**src/rtl/csb_pkg.sv**
```systemverilog
// Package for the shift, count and branch execution block.
// Assumes a 16-bit CPU with sixteen registers and byte-wide instructions.
package csb_pkg;

  localparam int          DATA_W      = 16;
  localparam int          OPC_MSB     = 7;
  localparam int          OPC_LSB     = 4;
  localparam int          SEL_MSB     = 3;
  localparam int          SEL_LSB     = 0;
  localparam logic [3:0]  REG_ACC     = 4'h1;
  localparam logic [3:0]  REG_FOUR    = 4'h4;
  localparam logic [3:0]  REG_INDEX   = 4'h5;
  localparam logic [3:0]  REG_SIX     = 4'h6;
  localparam logic [15:0] PC_RESET    = 16'h0000;
  localparam logic [15:0] PC_STEP     = 16'h0001;
  localparam logic [15:0] REG_RESET   = 16'h0000;
  localparam logic [15:0] ZERO_WORD   = 16'h0000;
  localparam int          EXEC_CYCLES = 1;

  typedef enum logic [3:0] {
    OP_SHIFT_LEFT   = 4'h6,
    OP_SHIFT_RIGHT  = 4'h7,
    OP_INCREMENT    = 4'h8,
    OP_DECREMENT    = 4'h9,
    OP_COMPLEMENT   = 4'hA,
    OP_BRANCH_NNEG  = 4'hB,
    OP_BRANCH_NZERO = 4'hC,
    OP_READ_PORT    = 4'hD
  } csb_opcode_t;

  typedef struct packed {
    logic [3:0] opcode;
    logic [3:0] sel;
  } csb_instr_t;

  typedef struct packed {
    logic       valid;
    csb_instr_t instr;
  } csb_issue_t;

  typedef struct packed {
    logic       valid;
    csb_instr_t instr;
  } csb_pass_t;

endpackage

```
**src/rtl/csb_exec.sv**
```systemverilog
// Execution unit for shifts, increment, decrement, complement, index branches, port read.
// Assumes a fetch stage presents one instruction byte per cycle with a valid strobe,
// and the remaining instruction logic takes any opcode this unit passes on.
// Behaviour
// - Shift left moves the target up one place, drops bit 15 and fills bit 0 with zero.
// - Shifting register six left fills its bit 0 from the top bit of register four.
// - Shift right keeps bit 15, copies it into bit 14 and drops bit 0.
// - Increment adds one to the target and wraps from FFFFh to zero.
// - Decrement subtracts one from the target and wraps from zero to FFFFh.
// - Complement inverts every bit of the target.
// - Branch if nonnegative adds the selected register to the PC when index bit 15 is zero.
// - Branch if nonnegative steps the PC by one when index bit 15 is one.
// - Branch if nonzero adds the selected register to the PC when index is nonzero, else steps.
// - Each instruction takes one cycle; non-branching ones step the PC by one, opcodes passed on hold it.
// - The select field reaches any of the sixteen registers.
// - Only the target register (the accumulator for port read), the PC and the pass-on output change, and no flags exist.
// - Bits 7 to 4 are the opcode and bits 3 to 0 the register or port select.
// - Both branches test the index register at address 5h.
// - Port read copies all 16 bits of the selected port into the accumulator.
`timescale 1ns/10ps

module csb_exec
  import csb_pkg::*;
(
  input  wire logic               sys_clk,
  input  wire logic               reset,
  input  wire csb_pkg::csb_issue_t issue,
  output logic [15:0]             port_sel_addr,
  input  wire logic [15:0]        port_rd_data,
  output csb_pkg::csb_pass_t      pass_out,
  output logic [15:0]             program_counter,
  input  wire logic [3:0]         dbg_sel,
  output logic [15:0]             dbg_data
);
  import csb_pkg::*;

  logic [15:0] regs_q [16];
  logic [15:0] regs_d [16];
  logic [15:0] pc_q;
  logic [15:0] pc_d;
  csb_pass_t   pass_q;
  csb_pass_t   pass_d;

  logic [3:0]  opc;
  logic [3:0]  sel;
  logic [15:0] tgt;
  logic [15:0] idx;
  logic        wr_en;
  logic [3:0]  wr_sel;
  logic [15:0] wr_val;

  // Field split of the instruction byte
  // opcode and select
  assign opc = issue.instr.opcode;
  assign sel = issue.instr.sel;
  assign tgt = regs_q[sel];
  assign idx = regs_q[REG_INDEX];

  assign port_sel_addr = {12'h000, sel};

  always_comb begin
    wr_en  = 1'b0;
    wr_sel = sel;
    wr_val = tgt;
    pc_d   = pc_q;
    pass_d = '0;
    if (issue.valid) begin
      pc_d = pc_q + PC_STEP;
      case (opc)
        OP_SHIFT_LEFT: begin
          wr_en = 1'b1;
          wr_val = {tgt[14:0], 1'b0};
          if (sel == REG_SIX) begin
            wr_val = {tgt[14:0], regs_q[REG_FOUR][15]};
          end
        end
        OP_SHIFT_RIGHT: begin
          wr_en = 1'b1;
          wr_val = {tgt[15], tgt[15:1]};
        end
        OP_INCREMENT: begin
          wr_en = 1'b1;
          wr_val = tgt + 16'h0001;
        end
        OP_DECREMENT: begin
          wr_en = 1'b1;
          wr_val = tgt - 16'h0001;
        end
        OP_COMPLEMENT: begin
          wr_en = 1'b1;
          wr_val = ~tgt;
        end
        OP_BRANCH_NNEG: begin
          // taken when index bit 15 clear
          if (!idx[15]) begin
            pc_d = pc_q + tgt;
          end
        end
        OP_BRANCH_NZERO: begin
          if (idx != ZERO_WORD) begin
            pc_d = pc_q + tgt;
          end
        end
        OP_READ_PORT: begin
          wr_en  = 1'b1;
          wr_sel = REG_ACC;
          wr_val = port_rd_data;
        end
        default: begin
          pc_d         = pc_q;
          pass_d.valid = 1'b1;
          pass_d.instr = issue.instr;
        end
      endcase
    end
  end

  // only the register at wr_sel is written: the target, or the accumulator for port read
  genvar gi;
  generate
    for (gi = 0; gi < 16; gi++) begin : g_reg
      always_comb begin
        regs_d[gi] = regs_q[gi];
        if (wr_en && (wr_sel == 4'(gi))) begin
          regs_d[gi] = wr_val;
        end
      end
      always_ff @(posedge sys_clk or posedge reset) begin
        if (reset) begin
          regs_q[gi] <= REG_RESET;
        end else begin
          regs_q[gi] <= regs_d[gi];
        end
      end
    end
  endgenerate

  always_ff @(posedge sys_clk or posedge reset) begin
    if (reset) begin
      pc_q   <= PC_RESET;
      pass_q <= '0;
    end else begin
      pc_q   <= pc_d;
      pass_q <= pass_d;
    end
  end

  assign program_counter = pc_q;
  assign pass_out        = pass_q;
  assign dbg_data        = regs_q[dbg_sel];
endmodule

```
**config.mk**
```make
export PLATFORM = sky130hd
export DESIGN_NAME = csb_exec
export DESIGN_NICKNAME = d
export VERILOG_FILES = /design/src/rtl/csb_pkg.sv /design/src/rtl/csb_exec.sv
export SDC_FILE = /design/constraint.sdc
export NUM_CORES = 1
export LEC_CHECK = 0
export BUFFER_PORTS_ARGS = -buffer_cell sky130_fd_sc_hd__buf_2
export CAP_MARGIN = 40
export CORE_MARGIN = 2
export CORE_UTILIZATION = 60
export CTS_BUF_LIST = sky130_fd_sc_hd__clkbuf_8
export DETAILED_ROUTE_END_ITERATION = 8
export PLACE_DENSITY = 0.89
export SLEW_MARGIN = 25
export SYNTH_ARGS = -nofsm -noshare
export SYNTH_HDL_FRONTEND = slang
export SYNTH_SLANG_ARGS = --single-unit
```
**constraint.sdc**
```tcl
create_clock -name sys_clk -period 19.45 [get_ports sys_clk]
set_input_delay 0.9725 -clock sys_clk [delete_from_list [all_inputs] [get_ports sys_clk]]
set_output_delay 0.9725 -clock sys_clk [all_outputs]
set_load 0.1 [all_outputs]
```
# [Word level (Yosys, flattened, before mapping)]
# Cells that the tools add are included.
# W data, S select, Z words.
[classes] n_lt_le_gt_ge=2 bitwise=3 add_sub_neg=4 n_mux=18 n_eq_ne=24 reduce_logical=22
[op_table] cell="$bmux W16 S4" n=2
[op_table] cell="$mux W16" n=7
[op_table] cell="$pmux W16 S6" n=1
[op_table] cell="$eq A4 B4 Y1 const B" n=14
[op_table] cell="$pmux W16 S3" n=1
[op_table] cell="$add A16 B1 Y16 const B" n=2
[op_table] cell="$eq A4 B3 Y1 const B" n=7
[op_table] cell="$mux W9" n=2
[op_table] cell="$add A16 B16 Y16" n=1
[op_table] cell="$logic_and A1 B1 Y1" n=16
[op_table] cell="$not A16 Y16" n=1
[op_table] cell="$reduce_bool A16 Y1" n=1
[op_table] cell="$sub A16 B1 Y16 const B" n=1
[op_table] cell="$ge A5 B5 Y1 const B" n=2
[op_table] cell="$not A4 Y5" n=2
[op_table] cell="$eq A4 B2 Y1 const B" n=2
[op_table] cell="$mux W4" n=2
[op_table] cell="$reduce_or A8 Y1" n=1
[op_table] cell="$reduce_or A6 Y1" n=1
[op_table] cell="$eq A4 B1 Y1 const B" n=1
[op_table] cell="$logic_not A4 Y1" n=1
[op_table] cell="$mux W1" n=3
[op_table] cell="$reduce_bool A3 Y1" n=1
[op_table] cell="$reduce_and A2 Y1" n=1
[totals] inputBits=31 reg_bits=281 word_cells=93 output_inout_bits=57

# [Logic depth before layout (Yosys ltp)]
[depth] word_depth=7 depth_mapped=18 mapped_depth_nobuf=15

# [Worst setup path before layout]
# OpenSTA, ideal clock, no wires.
[synth_path] path_type="input to register" start="input issue[0] (netlist bit)" end="register regs_q (netlist bit idx[14])" arrival_time_ns=5.014 path_slack_ns=14.312 cell_stages=16 n_path_buf=3 setup_time_ns=0.125 required_ns=19.325 cell_sequence="buf_6 buf_8 buf_8 mux4_2 mux4_2 fa_1 a21o_1 a21o_1 a21o_1 a31o_2 a21oi_1 o211ai_1 and3_1 mux2i_2 a31oi_2 mux2_2"
[synth_between] elab_chain_cells=7 elab_cells_between_ends=13 cone_classes="add/sub (2); eq/ne (1); mux (7); bitwise (2); reduce/logical (1)"
[synth_lines] element="start, declared" line_no="csb_exec.sv:27" source="input wire csb_pkg::csb_issue_t issue,"
[synth_lines] element="$not A4 Y5 (implied by the code)" line_no="csb_exec.sv:56" source="assign tgt = regs_q[sel];"
[synth_lines] element="$bmux W16 S4" line_no="csb_exec.sv:56"
[synth_lines] element="$mux W16 (implied by the code) (2 in a row)" line_no="csb_exec.sv:56"
[synth_lines] element="$sub A16 B1 Y16 (tied with other cells)" line_no="csb_exec.sv:87" source="wr_val = tgt - 16'h0001;"
[synth_lines] element="$pmux W16 S6" line_no="csb_exec.sv:69" source="case (opc)"
[synth_lines] element="$mux W16" line_no="csb_exec.sv:67" source="if (issue.valid) begin"
[synth_lines] element="end signal, assigned by index" line_no="csb_exec.sv:132" source="regs_q[gi] <= regs_d[gi];"
[synth_lines] element="end, declared" line_no="csb_exec.sv:37" source="logic [15:0] regs_q [16];"
# Several ways; a longest one is shown, not always the timed one. The select of a mux whose other input is x is not followed.
# A chain may end at the register's enable or synchronous reset.

# [Final worst setup path]
[layout_path] start="input issue[0] (netlist bit)" end="register regs_q[94] (netlist bit)"
# Same word-level chain as after synthesis.

==> tab_implementation.tex <==
\begin{tabular}{lr}
\hline
Metric & Value \\
\hline
\multicolumn{2}{l}{\textbf{Outcome}} \\
\quad Status & finished clean \\
\multicolumn{2}{l}{\textbf{Layout}} \\
\quad Utilization after layout & 66.8\% \\
\quad Final standard cell count with taps included and fillers excluded & 1,806 \\
\quad Most common cell after layout, fill and taps aside & sky130\_fd\_sc\_hd\_\_dfrtp\_1 \\
\quad Fill count & 1,851 \\
\quad Ratio of cells with drive above 1 in the final layout & 38.1\% \\
\quad Antenna fix cells & 0 \\
\quad Commonest non-fill, non-tap cells in the layout & 281 x sky130\_fd\_sc\_hd\_\_dfrtp\_1, 158 x sky130\_fd\_sc\_hd\_\_mux4\_2, 158 x sky130\_fd\_sc\_hd\_\_mux2\_2 \\
\quad Growth of design area from synthesis to finish & 10.3\% \\
\quad Post-layout nets & 1,459 \\
\quad Post-route cell area & 18,500 sq um \\
\multicolumn{2}{l}{\textbf{Placed design}} \\
\quad Weighted congestion reported at the end of routability-driven placement & 0.985 \\
\quad PortBufs & 75 \\
\quad Pre-CTS setup slack & 13,040 ps \\
\quad Placed Cells & 1,722 \\
\quad Half-perimeter wire length after placement & 30,500 microns \\
\quad Cell Area, Placed & 17,500 sq um \\
\multicolumn{2}{l}{\textbf{Critical path}} \\
\quad Type of element capturing the critical path & register \\
\quad Startpoint of the worst-slack reg-to-reg timing path & regs\_q[1] \\
\quad Critical path arrival & 6380 ps \\
\quad Startpoint class of the critical path & primary input \\
\quad Timing startpoint of the critical path & issue[0] \\
\quad Cell with the biggest individual delay on the critical path & sky130\_fd\_sc\_hd\_\_buf\_4 \\
\quad Worst path most repeated cell & sky130\_fd\_sc\_hd\_\_a21o\_1 \\
\quad Dominant delay contributor by cell family on the critical path & multiplexers \\
\quad Required time of the critical path & 19,900 ps \\
\quad CP max stage delay & 720 ps \\
\quad Largest fanout on the critical path & 36 \\
\quad Chain of cells forming the critical path & buf\_4 -> buf\_4 -> mux4\_2 -> mux2i\_1 -> mux2i\_4 -> fa\_1 -> a21o\_1 -> a21o\_1 -> a21o\_1 -> a31o\_2 -> a21oi\_1 -> o211ai\_1 -> and3\_1 -> mux2i\_2 -> a31oi\_2 -> mux2\_2 \\
\quad Buffers and inverters on the worst path & 2 \\
\quad Type of the worst setup path & in -> reg \\
\multicolumn{2}{l}{\textbf{Pwr}} \\
\quad IR drop worst, VDD & 64.3 uV \\
\quad Post-layout power & 1.89 mW \\
\quad Power density relative to cell area & 102 nW/um\^{}2 \\
\quad Leak Pwr & 8.31 nW \\
\multicolumn{2}{l}{\textbf{CTS}} \\
\quad Maximum level of the CTS H-tree & 2 \\
\quad Hold-fix buffers at CTS & 0 \\
\quad Clock-pin slew reported for the worst setup and hold paths after clock tree synthesis & 60 ps \\
\quad Clock insertion delay at the later pin of the skew report & 600 ps \\
\quad Post-cts gate resize count & 0 \\
\quad CTS Sinks & 281 \\
\quad Buffer count from post-CTS setup fixing & 0 \\
\quad TritonCTS clock tree & yes \\
\quad Max Root-Sink Buffers & 3 \\
\quad Number of CTS-inserted buffers & 47 \\
\quad Root cell of the clock tree & sky130\_fd\_sc\_hd\_\_clkbuf\_8 \\
\multicolumn{2}{l}{\textbf{Yosys}} \\
\quad Number of warning messages in the yosys log & 0 \\
\quad Post-Synthesis Cells & 1,339 \\
\quad Most used flip-flop cell after synthesis & sky130\_fd\_sc\_hd\_\_dfrtp\_1 \\
\quad Post-Syn Area per Cell & 12.5 sq um \\
\quad Share of synthesized area occupied by flip-flops and latches & 41.9\% \\
\quad EDFF count, synth & 0 \\
\quad Distinct cell type count of the synthesized netlist & 75 \\
\quad Number of synthesized register bits & 281 \\
\quad Async SR Flop Fraction & 100\% \\
\quad Total standard cell area after synthesis & 16,800 sq um \\
\multicolumn{2}{l}{\textbf{Timing}} \\
\quad Worst hold slack & 323 ps \\
\quad Final setup fails & 0 \\
\quad Accumulated negative setup slack & 0 ps \\
\quad Final worst path period need & 5930 ps \\
\quad Unrepaired setup endpoints after global routing & false \\
\quad Final setup slack of the worst path & 13,520 ps \\
\quad FMAX & 169 MHz \\
\quad Share of the cycle needed by the critical path after routing & 30.5\% \\
\quad Actual transition at the worst max-transition pin & 894 ps \\
\quad Final worst clock skew & 35.6 ps \\
\quad Max-slew violation count & 0 \\
\quad Number of failing hold endpoints at the final stage & 0 \\
\quad Relative slew slack & 40.4\% \\
\multicolumn{2}{l}{\textbf{Global routing}} \\
\quad Overall Global Routing Usage & 32.6\% \\
\quad Pin count of the biggest net entering global routing & 121 \\
\quad Wire length of the first global-routing pass & 72,500 microns \\
\quad Sum of overflow across all layers after global routing & 0 \\
\quad Number of antenna violations at the first check in global routing & 0 \\
\quad Vias in the first global route & 12,900 \\
\multicolumn{2}{l}{\textbf{Route}} \\
\quad Post-detailed-routing wire length & 47,000 microns \\
\quad Via density & 7.04 \\
\quad Post-detailed-route DRC marker count & 0 \\
\quad Drt first-iter violations & 1,623 \\
\quad Router iterations before antenna repair & 6 \\
\quad Remaining antenna violation count after routing & 0 \\
\quad Routed vias & 12,700 \\
\quad Wire length per cell & 26.0 microns \\
\multicolumn{2}{l}{\textbf{Floorplan}} \\
\quad Placeable core area & 27,700 sq um \\
\quad Height of the chip & 171 microns \\
\quad Number of rows in the core area & 61 \\
\quad Starting density of the core & 60.6\% \\
\quad Num ports & 88 \\
\quad DIE AREA & 29,300 sq um \\
\quad Die boundary width & 171 microns \\
\multicolumn{2}{l}{\textbf{Hold path}} \\
\quad Type of the worst min-delay path & in -> async \\
\multicolumn{2}{l}{\textbf{Job}} \\
\quad Max-cap viol count & 0 \\
\hline
\end{tabular}
## flip-flops by register name, summed over array words and instances, names as in the netlist
| register | count |
|---|---|
| regs_q | 240 |
| idx | 16 |
| program_counter | 16 |
| pass_out | 9 |
## worst reg2reg max path, stage by stage, from the launching register on
cell and delay, ps:
sky130_fd_sc_hd__dfrtp_1 400, sky130_fd_sc_hd__mux4_2 470, sky130_fd_sc_hd__mux4_2 640, sky130_fd_sc_hd__fa_1 460, sky130_fd_sc_hd__a21o_1 180, sky130_fd_sc_hd__a21o_1 190
sky130_fd_sc_hd__a21o_1 190, sky130_fd_sc_hd__a31o_2 240, sky130_fd_sc_hd__a21oi_1 310, sky130_fd_sc_hd__o211ai_1 160, sky130_fd_sc_hd__and3_1 220, sky130_fd_sc_hd__mux2i_2 480
sky130_fd_sc_hd__a31oi_2 300, sky130_fd_sc_hd__mux2_2 340
## where the power goes
part	switching, mW	internal, mW	leakage [nW]	total (mW)
Clock	0.249	0.291	0.544	0.540
Combinational	0.396	0.215	4.00	0.610
Sequential	0.0787	0.662	3.76	0.740
Total	0.723	1.17	8.31	1.89
## worst paths after layout
| check | end | cells after the start | slack (ps) |
|---|---|---|---|
| max reg2reg | regs_q[94] | 13 | 14710 |
| min | regs_q[114] | 2 | 320 |
| max in group asynchronous | pass_out[8] | 5 | 17660 |
| min in group sys_clk | regs_q[11] | 2 | 500 |
| max | regs_q[94] | 16 | 13520 |
| min reg2reg | regs_q[11] | 2 | 500 |
## metal layers
layer  share of wire, %  global-route usage [%]  routed length (microns)  vias up
li1                   -                       -                        -     5214
met1                 37                    43.6                    17600     6391
met2                 46                    48.9                    21400      892
met3                 12                    10.0                     5720      223
met4                5.0                    16.1                     2330        0
met5                  0                       0                        0        -
## synth_stat cells (4+ instances only)
cell                       instances  share of area (%)
sky130_fd_sc_hd__dfrtp_1         281                 42
sky130_fd_sc_hd__mux2i_1           5               0.30
sky130_fd_sc_hd__nand4_1           5               0.19
sky130_fd_sc_hd__inv_1            14               0.31
sky130_fd_sc_hd__a211o_1           4               0.21
sky130_fd_sc_hd__a21o_1           13               0.58
sky130_fd_sc_hd__nor3_1            9               0.27
sky130_fd_sc_hd__ha_1             30                2.2
sky130_fd_sc_hd__nor2b_1           8               0.30
sky130_fd_sc_hd__buf_1            10               0.22
sky130_fd_sc_hd__and2_1            5               0.19
sky130_fd_sc_hd__mux4_2          158                 21
sky130_fd_sc_hd__a221oi_1          6               0.31
sky130_fd_sc_hd__and3_1           19               0.71
sky130_fd_sc_hd__a31oi_1          11               0.41
sky130_fd_sc_hd__o21ai_0          37                1.1
sky130_fd_sc_hd__buf_4            21               0.94
sky130_fd_sc_hd__o31ai_1          25                1.1
sky130_fd_sc_hd__o22ai_1           6               0.22
sky130_fd_sc_hd__o21bai_1          4               0.18
sky130_fd_sc_hd__a21oi_1          72                2.1
sky130_fd_sc_hd__mux2_2          158                 11
sky130_fd_sc_hd__or2_2             5               0.19
sky130_fd_sc_hd__xor2_1            5               0.26
sky130_fd_sc_hd__nor4_1            5               0.19
sky130_fd_sc_hd__a211oi_1          4               0.18
sky130_fd_sc_hd__o211ai_1          9               0.40
sky130_fd_sc_hd__nand2b_1          9               0.34
sky130_fd_sc_hd__o21ai_1          38                1.1
sky130_fd_sc_hd__nand3_1          22               0.66
sky130_fd_sc_hd__buf_6             8               0.54
sky130_fd_sc_hd__xnor2_1          20                1.0
sky130_fd_sc_hd__nand2_1         122                2.7
sky130_fd_sc_hd__clkbuf_1         63                1.4
sky130_fd_sc_hd__nor2_1           60                1.3
sky130_fd_sc_hd__buf_2            14               0.42
## cell families (layout without fill, tap and decap cells)
logic type	count (synthesis)	after routing	share of synthesized area, %
buf+inv	132	210	4.02
simple gates	281	281	7.68
mux	326	326	32.6
other cells	1	12	0.0223
compound gates	261	261	10.1
xor+xnor	25	25	1.30
flops	281	281	41.9
fa+ha+maj	32	32	2.47
## final cells by class
cell class / count / area [sq um] / area share, %
multi-input combinational: 937 / 9190 / 49.6
sequential: 281 / 7030 / 38.0
clock buffer: 60 / 826 / 4.46
timing repair buffer: 115 / 801 / 4.33
tap: 378 / 473 / 2.55
clock inverter: 21 / 134 / 0.723
inverter: 14 / 60.1 / 0.324
(Power assumes the default switching activity.)
